`src/rtl/ts_insert_cfg.svh`:
```
// Constants for the one-step timestamp insertion block
`ifndef TS_INSERT_CFG_SVH
`define TS_INSERT_CFG_SVH
`define OP_NONE_CODE      2'b00
`define OP_ONE_STEP_CODE  2'b01
`define OP_TWO_STEP_CODE  2'b10
`define OP_RSVD_CODE      2'b11
`define OFFSET_W          16
`define TIME_W            80
`define CORR_W            64
`define TAG_W             16
`define LANE_W            5
`define TS_BYTES          16'h000A
`define CORR_BYTES        16'h0008
`define CHK_BYTES         16'h0002
`define CHK_FILL          8'h00
`define LANE_STEP_NS      32'h00000001
`define QUEUE_AW          4
`define QUEUE_DW          96
`endif

```
`src/rtl/ts_insert_pkg.sv`:
```
// Types for the one-step timestamp insertion block
`include "ts_insert_cfg.svh"
package ts_insert_pkg;
  typedef enum logic [1:0] {
    OP_NONE     = `OP_NONE_CODE,
    OP_ONE_STEP = `OP_ONE_STEP_CODE,
    OP_TWO_STEP = `OP_TWO_STEP_CODE,
    OP_RSVD     = `OP_RSVD_CODE
  } op_t;
  typedef enum logic [0:0] {
    ST_IDLE,
    ST_FRAME
  } frame_state_t;
  typedef logic [`QUEUE_DW-1:0] queue_word_t;
endpackage : ts_insert_pkg

```
`src/rtl/tag_if.sv`:
```
// Carrier between the controller and the tag queue memory
`timescale 1ns/1ns
interface tag_if;
  import ts_insert_pkg::*;
  logic        wr_en;
  queue_word_t wr_data;
  logic        rd_en;
  queue_word_t rd_data;
  logic        rd_valid;
  logic        full;
  logic        empty;
  modport ctrl  (output wr_en, output wr_data, output rd_en,
                 input rd_data, input rd_valid, input full, input empty);
  modport queue (input wr_en, input wr_data, input rd_en,
                 output rd_data, output rd_valid, output full, output empty);
endinterface : tag_if

```
`src/rtl/tag_queue.sv`:
```
// Tag and timestamp queue memory with registered read data
`timescale 1ns/1ns
`include "ts_insert_cfg.svh"
module tag_queue
  import ts_insert_pkg::*;
(
  input  wire logic core_clk,
  input  wire logic rst_n,
  input  wire logic ce,
  tag_if.queue      q
);
  localparam int DEPTH = 1 << `QUEUE_AW;
  queue_word_t             mem_q [DEPTH];
  logic [`QUEUE_AW:0]      wr_ptr_q;
  logic [`QUEUE_AW:0]      rd_ptr_q;
  queue_word_t             rd_data_q;
  logic                    rd_valid_q;
  wire                     do_wr;
  wire                     do_rd;

  assign q.full     = (wr_ptr_q[`QUEUE_AW] != rd_ptr_q[`QUEUE_AW]) &&
                      (wr_ptr_q[`QUEUE_AW-1:0] == rd_ptr_q[`QUEUE_AW-1:0]);
  assign q.empty    = (wr_ptr_q == rd_ptr_q);
  assign do_wr      = q.wr_en && !q.full;
  assign do_rd      = q.rd_en && !q.empty;
  assign q.rd_data  = rd_data_q;
  assign q.rd_valid = rd_valid_q;

  always_ff @(posedge core_clk) begin
    if (ce && do_wr) begin
      mem_q[wr_ptr_q[`QUEUE_AW-1:0]] <= q.wr_data;
    end
  end

  always_ff @(posedge core_clk or negedge rst_n) begin
    if (!rst_n) begin
      wr_ptr_q   <= '0;
      rd_ptr_q   <= '0;
      rd_data_q  <= '0;
      rd_valid_q <= 1'b0;
    end else if (ce) begin
      rd_valid_q <= do_rd;
      if (do_wr) begin
        wr_ptr_q <= wr_ptr_q + 1'b1;
      end
      if (do_rd) begin
        rd_ptr_q  <= rd_ptr_q + 1'b1;
        rd_data_q <= mem_q[rd_ptr_q[`QUEUE_AW-1:0]];
      end
    end
  end
endmodule : tag_queue

```
`src/rtl/tx_onestep_timestamp_insert.sv`:
```
// Transmit one-step timestamp and correction insertion with tag queue
//
// Behaviour
// - Two-bit select: 00 none, 01 one-step insert, 10 two-step return, 11 reserved.
// - One-step with checksum flag set means a UDP checksum needs rework.
// - Checksum offset ignored unless one-step with checksum flag set.
// - Checksum offset counts bytes from first destination address byte.
// - One-step timestamp written at timestamp offset; ignored otherwise.
// - Timestamp offset also locates the correction field when updated.
// - Offsets are 16 bits, covering 16K-byte jumbo frames.
// - Lane adjust enable adds a per-lane correction to timestamps.
// - Lane correction applies to one-step only.
// - Sticky tag write fault, cleared only by reset.
// - Sticky tag read fault, cleared only by reset.
`timescale 1ns/1ns
`include "ts_insert_cfg.svh"
module tx_onestep_timestamp_insert
  import ts_insert_pkg::*;
(
  input  wire logic                  core_clk,
  input  wire logic                  rst_n,
  input  wire logic                  ce,
  input  wire logic [`TIME_W-1:0]    system_time,
  input  wire logic [1:0]            timestamp_operation_select,
  input  wire logic                  update_checksum,
  input  wire logic                  correction_mode,
  input  wire logic [`OFFSET_W-1:0]  checksum_byte_offset,
  input  wire logic [`OFFSET_W-1:0]  timestamp_byte_offset,
  input  wire logic [`TAG_W-1:0]     tag_in,
  input  wire logic [`LANE_W-1:0]    sop_lane,
  input  wire logic                  lane_skew_adjust_enable,
  input  wire logic [63:0]           unused_receive_time_input,
  input  wire logic                  in_valid,
  input  wire logic [7:0]            in_data,
  input  wire logic                  in_last,
  output logic                       in_ready,
  output logic                       out_valid,
  output logic [7:0]                 out_data,
  output logic                       out_last,
  input  wire logic                  out_ready,
  input  wire logic                  tag_pop,
  output logic                       tag_out_valid,
  output logic [`TAG_W-1:0]          tag_out,
  output logic [`TIME_W-1:0]         timestamp_out,
  output logic                       tag_write_fault,
  output logic                       tag_read_fault
);
  function automatic logic is_op(input logic [1:0] sel, input op_t op);
    return sel == op;
  endfunction

  function automatic logic in_field(input logic [`OFFSET_W-1:0] pos,
                                    input logic [`OFFSET_W-1:0] base,
                                    input logic [`OFFSET_W-1:0] len);
    logic [`OFFSET_W-1:0] rel;
    rel = pos - base;
    return (pos >= base) && (rel < len);
  endfunction

  tag_if tq ();

  frame_state_t            state_q;
  frame_state_t            state_d;
  logic [`OFFSET_W-1:0]    byte_cnt_q;
  logic [1:0]              op_q;
  logic                    upd_q;
  logic                    corr_q;
  logic [`OFFSET_W-1:0]    chk_off_q;
  logic [`OFFSET_W-1:0]    ts_off_q;
  logic [`TIME_W-1:0]      ts_q;
  logic                    adj_meta_q;
  logic                    adj_sync_q;
  logic                    out_valid_q;
  logic [7:0]              out_data_q;
  logic                    out_last_q;
  logic                    wr_fault_q;
  logic                    rd_fault_q;

  wire                     accept;
  wire                     first;
  wire [1:0]               cur_op;
  wire                     cur_upd;
  wire                     cur_corr;
  wire [`OFFSET_W-1:0]     cur_chk;
  wire [`OFFSET_W-1:0]     cur_ts_off;
  wire [`TIME_W-1:0]       cur_ts;
  wire [`TIME_W-1:0]       adj_ts;
  wire [31:0]              lane_adj;
  wire                     one_step;
  wire                     two_step;
  wire                     chk_hit;
  wire                     ts_hit;
  wire [`OFFSET_W-1:0]     field_len;
  wire [`OFFSET_W-1:0]     rel;
  wire [7:0]               field_byte;
  wire [7:0]               ts_bytes   [`TS_BYTES];
  wire [7:0]               corr_bytes [`CORR_BYTES];
  wire [7:0]               new_byte;

  assign in_ready = out_ready || !out_valid_q;
  assign accept   = in_valid && in_ready;
  assign first    = (state_q == ST_IDLE);

  // Frame attributes come live on the first byte, held afterwards
  assign cur_op     = first ? timestamp_operation_select : op_q;
  assign cur_upd    = first ? update_checksum : upd_q;
  assign cur_corr   = first ? correction_mode : corr_q;
  assign cur_chk    = first ? checksum_byte_offset : chk_off_q;
  assign cur_ts_off = first ? timestamp_byte_offset : ts_off_q;

  assign one_step = is_op(cur_op, OP_ONE_STEP);
  assign two_step = is_op(cur_op, OP_TWO_STEP);

  // Per-lane correction on the nanosecond field
  assign lane_adj = 32'(sop_lane) * `LANE_STEP_NS;
  assign adj_ts   = {system_time[`TIME_W-1:32],
                     system_time[31:0] + lane_adj};
  assign cur_ts   = first ? ((adj_sync_q && one_step) ? adj_ts : system_time)
                          : ts_q;

  // Checksum position only honoured for one-step with rework requested
  assign chk_hit = one_step && cur_upd &&
                   in_field(byte_cnt_q, cur_chk, `CHK_BYTES);

  // Timestamp or correction field at the timestamp offset
  assign field_len = cur_corr ? `CORR_BYTES : `TS_BYTES;
  assign ts_hit    = one_step &&
                     in_field(byte_cnt_q, cur_ts_off, field_len);
  assign rel       = byte_cnt_q - cur_ts_off;

  genvar gi;
  generate
    for (gi = 0; gi < `TS_BYTES; gi++) begin : g_ts_bytes
      assign ts_bytes[gi] = cur_ts[`TIME_W-1-8*gi -: 8];
    end
    for (gi = 0; gi < `CORR_BYTES; gi++) begin : g_corr_bytes
      assign corr_bytes[gi] = cur_ts[`CORR_W-1-8*gi -: 8];
    end
  endgenerate

  assign field_byte = cur_corr ? corr_bytes[rel[2:0]] : ts_bytes[rel[3:0]];
  assign new_byte   = ts_hit  ? field_byte :
                      chk_hit ? `CHK_FILL : in_data;

  // Frame tracking
  always_comb begin
    state_d = state_q;
    case (state_q)
      ST_IDLE: begin
        if (accept && !in_last) begin
          state_d = ST_FRAME;
        end
      end
      ST_FRAME: begin
        if (accept && in_last) begin
          state_d = ST_IDLE;
        end
      end
      default: begin
        state_d = ST_IDLE;
      end
    endcase
  end

  always_ff @(posedge core_clk or negedge rst_n) begin
    if (!rst_n) begin
      state_q    <= ST_IDLE;
      byte_cnt_q <= '0;
    end else if (ce && accept) begin
      state_q    <= state_d;
      byte_cnt_q <= in_last ? '0 : byte_cnt_q + 1'b1;
    end
  end

  always_ff @(posedge core_clk or negedge rst_n) begin
    if (!rst_n) begin
      op_q      <= `OP_NONE_CODE;
      upd_q     <= 1'b0;
      corr_q    <= 1'b0;
      chk_off_q <= '0;
      ts_off_q  <= '0;
      ts_q      <= '0;
    end else if (ce && accept && first) begin
      op_q      <= timestamp_operation_select;
      upd_q     <= update_checksum;
      corr_q    <= correction_mode;
      chk_off_q <= checksum_byte_offset;
      ts_off_q  <= timestamp_byte_offset;
      ts_q      <= cur_ts;
    end
  end

  // Two-stage synchroniser for the quasi-static enable
  always_ff @(posedge core_clk or negedge rst_n) begin
    if (!rst_n) begin
      adj_meta_q <= 1'b0;
      adj_sync_q <= 1'b0;
    end else if (ce) begin
      adj_meta_q <= lane_skew_adjust_enable;
      adj_sync_q <= adj_meta_q;
    end
  end

  // Output stage
  always_ff @(posedge core_clk or negedge rst_n) begin
    if (!rst_n) begin
      out_valid_q <= 1'b0;
      out_data_q  <= 8'h00;
      out_last_q  <= 1'b0;
    end else if (ce && in_ready) begin
      out_valid_q <= in_valid;
      if (in_valid) begin
        out_data_q <= new_byte;
        out_last_q <= in_last;
      end
    end
  end

  assign out_valid = out_valid_q;
  assign out_data  = out_data_q;
  assign out_last  = out_last_q;

  // Tag queue for one-step and two-step frames
  assign tq.wr_en   = ce && accept && first && (one_step || two_step);
  assign tq.wr_data = {tag_in, cur_ts};
  assign tq.rd_en   = ce && tag_pop;

  tag_queue u_tag_queue (
    .core_clk (core_clk),
    .rst_n    (rst_n),
    .ce       (ce),
    .q        (tq.queue)
  );

  assign tag_out_valid = tq.rd_valid;
  assign tag_out       = tq.rd_data[`QUEUE_DW-1 -: `TAG_W];
  assign timestamp_out = tq.rd_data[`TIME_W-1:0];

  always_ff @(posedge core_clk or negedge rst_n) begin
    if (!rst_n) begin
      wr_fault_q <= 1'b0;
      rd_fault_q <= 1'b0;
    end else if (ce) begin
      if (tq.wr_en && tq.full) begin
        wr_fault_q <= 1'b1;
      end
      if (tq.rd_en && tq.empty) begin
        rd_fault_q <= 1'b1;
      end
    end
  end

  assign tag_write_fault = wr_fault_q;
  assign tag_read_fault  = rd_fault_q;
endmodule : tx_onestep_timestamp_insert

```
`config.mk`:
```
export PLATFORM = sky130hd
export DESIGN_NAME = tx_onestep_timestamp_insert
export DESIGN_NICKNAME = d
export VERILOG_FILES = /design/src/rtl/ts_insert_pkg.sv /design/src/rtl/tag_if.sv /design/src/rtl/tag_queue.sv /design/src/rtl/tx_onestep_timestamp_insert.sv
export VERILOG_INCLUDE_DIRS = /design/src /design/src/rtl
export SDC_FILE = /design/constraint.sdc
export NUM_CORES = 2
export LEC_CHECK = 0
export BUFFER_PORTS_ARGS = -buffer_cell sky130_fd_sc_hd__buf_2
export CAP_MARGIN = 20
export CORE_MARGIN = 5
export CORE_UTILIZATION = 59
export DETAILED_ROUTE_END_ITERATION = 8
export GPL_TIMING_DRIVEN = 0
export PLACE_DENSITY_LB_ADDON = 0.12
export RECOVER_POWER = 100
export SYNTH_ARGS = -nofsm -noshare
export SYNTH_HDL_FRONTEND = slang
export SYNTH_SLANG_ARGS = --single-unit
export TNS_END_PERCENT = 10
```
`constraint.sdc`:
```
create_clock -name core_clk -period 11.3 [get_ports core_clk]
set_input_delay 1.13 -clock core_clk [delete_from_list [all_inputs] [get_ports core_clk]]
set_output_delay 1.13 -clock core_clk [all_outputs]
set_load 0.01 [all_outputs]
```
==> Word-level counts from Yosys, hierarchy flattened <==
Memories as Yosys holds them, arrays and structs flattened. A register that Yosys moved wholly into a read port is not among the register bits.
Cells that the tools add are included.
{ "totals": {"regBits": 158, "ram_bits": 1536, "out_inout_bits": 110, "elab_cells": 94, "mem_count": 1} }
{ "memory_table": {"columns": ["memory", "depth", "word_bits", "read_ports", "rd_clocked_by_memory_dff", "write_ports", "line_no", "rtl"], "rows": [
  ["u_tag_queue.mem_q", 16, 96, 1, 1, 1, "tag_queue.sv:13", "queue_word_t mem_q [DEPTH];"]
]} }
{ "op_classes": {"n_addsub": 6, "magnitude_cmp": 6, "n_eq_ne": 5, "mux": 23, "bitwise_logic": 3, "n_reduce_logical": 32} }
{ "op_table": {"columns": ["cell", "count"], "rows": [
  ["$mux 80", 1],
  ["$mux 8", 7],
  ["$mux 16", 3],
  ["$add 32x5->32", 1],
  ["$bmux 8 s4", 1],
  ["$ge 16x16->1", 2],
  ["$mux 32", 1],
  ["$sub 16x16->16", 2],
  ["$bmux 8 s3", 1],
  ["$logic_and 1x1->1", 20],
  ["$add 16x1->16 const B", 1],
  ["$lt 16x2->1 const B", 1],
  ["$lt 16x4->1", 1],
  ["$add 5x1->5 const B", 2],
  ["$reduce_and 2->1", 5],
  ["$mux 1", 6],
  ["$eq 5x5->1", 1],
  ["$ge 5x5->1 const B", 1],
  ["$logic_not 1->1", 5],
  ["$not 4->5", 1],
  ["$eq 4x4->1", 1],
  ["$ge 4x4->1 const B", 1],
  ["$mux 2", 2],
  ["$not 3->4", 1],
  ["other kinds (6)", 7]
]} }

==> Longest topological paths before layout <==
{ "depth": {"ltp_word": 10, "mapped_depth": 20} }

==> Cells and area by module <==
A second synthesis with hierarchy kept.
{ "hier_totals": {"hier_cells": 3816, "hier_area_um2": 73040.1} }
{ "modules_own_cells": {"columns": ["mod", "instances", "cells_each", "area_per_inst_um2"], "rows": [
  ["tag_queue", 1, 2621, 61721.7],
  ["tx_onestep_timestamp_insert", 1, 1195, 11318.4]
]} }

==> Least setup slack after synthesis <==
No wires, ideal clock.
{ "synth_timing": {"path_kind": "register to register", "startpoint": "register (tool-made name)", "endpoint": "memory u_tag_queue.mem_q[0][0] in the netlist's numbering (enable)", "setup_time_ps": 465, "arrival_ps": 5703, "required_time_ps": 10835, "slack_ps": 5132, "path_stages_with_launch": 14, "period_less_slack_ps": 6168, "cell_sequence": "dfrtp_1 -> buf_2 -> buf_2 -> buf_2 -> buf_2 -> clkbuf_1 -> clkbuf_1 -> buf_2 -> mux2i_1 -> ha_1 -> nor4bb_1 -> clkbuf_1 -> nor3b_1 -> and2_1"} }
{ "synth_rtl": {"columns": ["element", "line_no"], "rows": [
  ["end: declaration", "tag_queue.sv:13"]
]} }

==> metrics.md <==
| Metric | Value |
|---|---|
| Status | `finished with violations` |
| Failing checks | `max-capacitance violations, max-slew violations` |
| Die X | `360 um` |
| Mean instance size in the synthesized netlist | `20.6 sq um` |
| PortBufs | `262` |
| Signed area change from the synthesized netlist to the final layout | `14.6%` |
| Relative max-transition margin | `-1.68` |
| NumNets Final | `4316` |
| Post-Synthesis Cell Area | `0.0724 sq mm` |
| Buffer cell driving the clock tree root | `sky130_fd_sc_hd__clkbuf_16` |
| Die H | `360 um` |
| Post-route cell area | `0.0830 sq mm` |
| Main synth FF type | `sky130_fd_sc_hd__edfxtp_1` |
| Via count of the routed design | `38530` |
| FF/Latch Area | `0.0525 sq mm` |
| Number of top-level pins | `327` |
| Number of instances resized during post-cts repair | `0` |
| Area share of the leading cell type in the synthesized netlist | `0.637` |
| Leak Pwr | `27.6 nW` |
| Cell depth of the worst flop-to-flop path | `14` |
| Total of max-cap violations | `8` |
| Number of buffers added for setup after CTS | `0` |
| Hold Vio Cnt, Final | `0` |
| Power Total | `20.0 mW` |
| Routed Wire Length | `191000 um` |
| Clock latency of the later-clocked register in the worst-skew pair | `810 ps` |
| Stage delay of the slowest cell on the critical path | `1380 ps` |
| Worst Slack Setup Final | `1500 ps` |
| Deepest level of the CTS H-tree | `4` |
| Asr flop ratio synth | `0.142` |
| Part of the Yosys area used for sequential elements | `0.725` |
| Number of global-route vias before repair | `38261` |
| Final RePlAce weighted congestion | `0.911` |
| Slew @ Worst Pin | `4020 ps` |
| Cell Rows | `128` |
| Number of pins exceeding their max-slew limit in the final report | `305` |
| CP arrival | `10190 ps` |
| Parity-gate share of the synthesized area counting xor and xnor cells | `0.00701` |
| Pin count of the biggest net entering global routing | `102` |
| Fillcell total | `7737` |
| Placement Cell Area | `0.0772 sq mm` |
| Total Routing Usage GR | `0.295` |
| Count of warnings emitted by yosys | `0` |
| Number of remaining DRC errors | `0` |
| Startpoint types | `flop` |
| Met1 track demand over resource in global routing | `0.434` |
| Worst hold-check path type | `flop to flop` |
| Cell Count, Final, Fillers Out | `5836` |
| Simple-gate portion of the synthesized area | `0.0224` |
| DP HPWL | `117000 um` |
| Most common library cell in the layout ignoring fill and taps | `sky130_fd_sc_hd__edfxtp_1` |
| Compound-cell area share of the yosys netlist | `0.0221` |
| Share of cells above drive strength 1 | `0.288` |
| Cell depth of the worst min-delay path | `1` |
| Maximum VDD drop | `0.175 mV` |
| Total of endpoints with negative setup slack in the final report | `0` |
| Final worst clock skew | `28.5 ps` |
| CTS sink count | `1790` |
| Number of iterations in the first detailed-routing pass | `6` |
| Flip-flop and latch count after synthesis | `1790` |
| Starting DRC count in detailed routing | `4719` |
| Global routing met2 resource utilization | `0.445` |
| Commonest non-fill, non-tap cells in the layout | `sky130_fd_sc_hd__edfxtp_1 (1536), sky130_fd_sc_hd__mux4_2 (491), sky130_fd_sc_hd__clkbuf_1 (327)` |
| Dominant cells by area after synthesis | `sky130_fd_sc_hd__edfxtp_1 (64%), sky130_fd_sc_hd__mux4_2 (15%), sky130_fd_sc_hd__dfrtp_1 (8.8%)` |
| TritonCTS clock tree | `done` |
| Worst path depth | `14` |
| Buffers from clock root to sink, at most | `3` |
| Cell at the slowest stage of the critical path | `sky130_fd_sc_hd__clkbuf_1` |
| Share of the core filled with cells in the final layout | `0.681` |
| CP required | `11690 ps` |
| Remaining global-route overflow | `0` |
| Total die area | `0.130 sq mm` |
| Post-synth EDFFs | `1536` |
| Number of buffers and inverters on the critical path | `9` |
| Top delay family on crit path | `buffers and inverters` |
| Wire length of the first global-routing pass | `274000 um` |
| Multiplexer area fraction after synthesis | `0.204` |
| Fraction of the mapped netlist area in adder cells | `0.00843` |
| Combinational family with the most area after synthesis | `multiplexers` |
| Time the worst path needs with I/O delays and setup | `9800 ps` |
| Via/cell ratio | `6.60` |
| Post-route ant nets | `0` |
| Final period util | `0.867` |
| Nets in the synthesized netlist | `3776` |
| Worst-path maximum fanout | `40` |
| Clock buffers created by TritonCTS | `175` |
| Kind of capture point of the worst setup path | `flop` |
| Hold-fix buffer count after cts | `0` |
| Maximum achievable frequency | `0.102 GHz` |
| Critical path, cell by cell | `clkbuf_1, clkbuf_1, buf_2, buf_2, clkbuf_1, clkbuf_1, clkbuf_1, mux2i_1, ha_1, nor4bb_1, clkbuf_1, and3b_1, and2_4, clkbuf_2` |
| Gr busiest metal | `met2` |
| Most area-hungry cell type in the Yosys netlist | `sky130_fd_sc_hd__edfxtp_1` |
| Dominant cell type by count on the critical path | `sky130_fd_sc_hd__clkbuf_1` |
| Setup repair after global routing missed its margin | `no` |
| Initial antenna violation count | `21` |
| Power per unit of standard cell area | `241 mW/mm^2` |
| Wire length per cell | `32.7 um` |
| Kind of critical path | `flop to flop` |
| # placed instances | `5466` |
| Area occupied by multi-input gates | `0.0191 sq mm` |
| Initial core utilization | `0.594` |
| Post-CTS clock slew at the launch and capture registers of the worst setup and hold paths | `60 ps` |
| Worst slack after detailed placement | `2580 ps` |
| Placeable Area | `0.122 sq mm` |
| Cells after synthesis | `3512` |
| Number of distinct library cells after synthesis | `68` |
| Met3 Use GR | `0.0809` |
==> worst paths after layout <==
| path | from | end | slack, ps |
|---|---|---|---|
| worst max-delay path | flop | u_tag_queue.mem_q[9][64] | 1500 |
| max in group asynchronous | rst_n | u_tag_queue.q.rd_data[16] | 7070 |
| worst max register to register | flop | u_tag_queue.mem_q[9][64] | 1500 |
| min in group asynchronous | rst_n | u_tag_queue.q.rd_data[64] | 1700 |
| worst min-delay path | tag_read_fault | tag_read_fault | 470 |
| worst min register to register | tag_read_fault | tag_read_fault | 470 |
==> through the flow <==
step	hold WS, ps	setup TNS (ps)
after floorplan	462	0
after global placement	448	-967750
after detailed placement	449	0
after CTS	257	0
after global routing	509	0
final	473	0
==> worst register-to-register path: stages (launching register included) <==
cell                       delay, ps
sky130_fd_sc_hd__dfrtp_1         320
sky130_fd_sc_hd__clkbuf_1        880
sky130_fd_sc_hd__clkbuf_1       1380
sky130_fd_sc_hd__buf_2           720
sky130_fd_sc_hd__buf_2           540
sky130_fd_sc_hd__clkbuf_1        530
sky130_fd_sc_hd__clkbuf_1        610
sky130_fd_sc_hd__clkbuf_1        710
sky130_fd_sc_hd__mux2i_1         290
sky130_fd_sc_hd__ha_1            320
sky130_fd_sc_hd__nor4bb_1        500
sky130_fd_sc_hd__clkbuf_1        400
sky130_fd_sc_hd__and3b_1         340
sky130_fd_sc_hd__and2_4          460
sky130_fd_sc_hd__clkbuf_2       1310
==> sequential cells by signal (all words and copies together), names as in the netlist, named ones only <==
signal / cells
u_tag_queue.q.rd_valid: 1
u_tag_queue.wr_ptr_q: 5
ts_q: 80
ts_off_q: 16
u_tag_queue.rd_ptr_q: 5
out_last: 1
adj_meta_q: 1
corr_q: 1
upd_q: 1
op_q: 2
u_tag_queue.mem_q: 1536
chk_off_q: 16
tag_write_fault: 1
adj_sync_q: 1
out_valid: 1
tag_read_fault: 1
u_tag_queue.q.rd_data: 96
byte_cnt_q: 16
out_data: 8
==> routing by layer <==
metal	vias to the layer above	wire length, um
met2	2236	88200
met4	18	5520
met5	-	220
met1	20343	75500
li1	15620	-
met3	313	21100
==> cell families (layout without fill, tap and decap cells) <==
family | after synthesis | after routing
multiplexers | 825 | 825
flip-flops | 1790 | 1790
other | 0 | 12
XOR/XNOR | 58 | 58
AND/OR/NAND/NOR | 329 | 329
buffers and inverters | 222 | 909
adder cells (fa/ha/maj) | 47 | 47
AO/OA/AOI/OAI | 241 | 241
==> area by class of cell <==
cell class                      count  area share
Inverter                           38     0.00172
Buffer                            184     0.00840
Antenna cell                       12    0.000362
Timing Repair Buffer              363      0.0324
Multi-Input combinational cell   1500       0.230
Tap cell                         1625      0.0245
Clock buffer                      238      0.0594
Sequential cell                  1790       0.632
Clock inverter                     86      0.0104
==> power by group <==
part	total (mW)	internal [mW]	leakage (nW)	switching [mW]
Clock	5.85	3.38	2.83	2.47
Combinational	6.07	2.76	7.98	3.30
Sequential	8.05	7.81	16.8	0.237
==> cell usage after synthesis, drive strengths merged, types with 4 or more instances <==
| cell | number |
|---|---|
| a41o | 4 |
| a21oi | 60 |
| mux2i | 56 |
| and3 | 15 |
| xnor2 | 37 |
| nand2 | 76 |
| o21ai | 60 |
| mux4 | 491 |
| nor4 | 5 |
| mux2 | 278 |
| nor3b | 5 |
| o21a | 8 |
| buf | 56 |
| a2111oi | 5 |
| inv | 38 |
| or3 | 11 |
| nand4 | 22 |
| and2 | 22 |
| o221ai | 4 |
| nor2b | 7 |
| o2111ai | 9 |
| dfrtp | 254 |
| o22ai | 8 |
| o31a | 5 |
| o211ai | 12 |
| nand3 | 21 |
| a31oi | 7 |
| nor3 | 21 |
| nor2 | 101 |
| a211o | 5 |
| ha | 44 |
| nand2b | 9 |
| clkbuf | 128 |
| a22o | 4 |
| xor2 | 21 |
| a221o | 5 |
| edfxtp | 1536 |
| a211oi | 9 |
| a21o | 8 |
(Power assumes the default switching activity.)
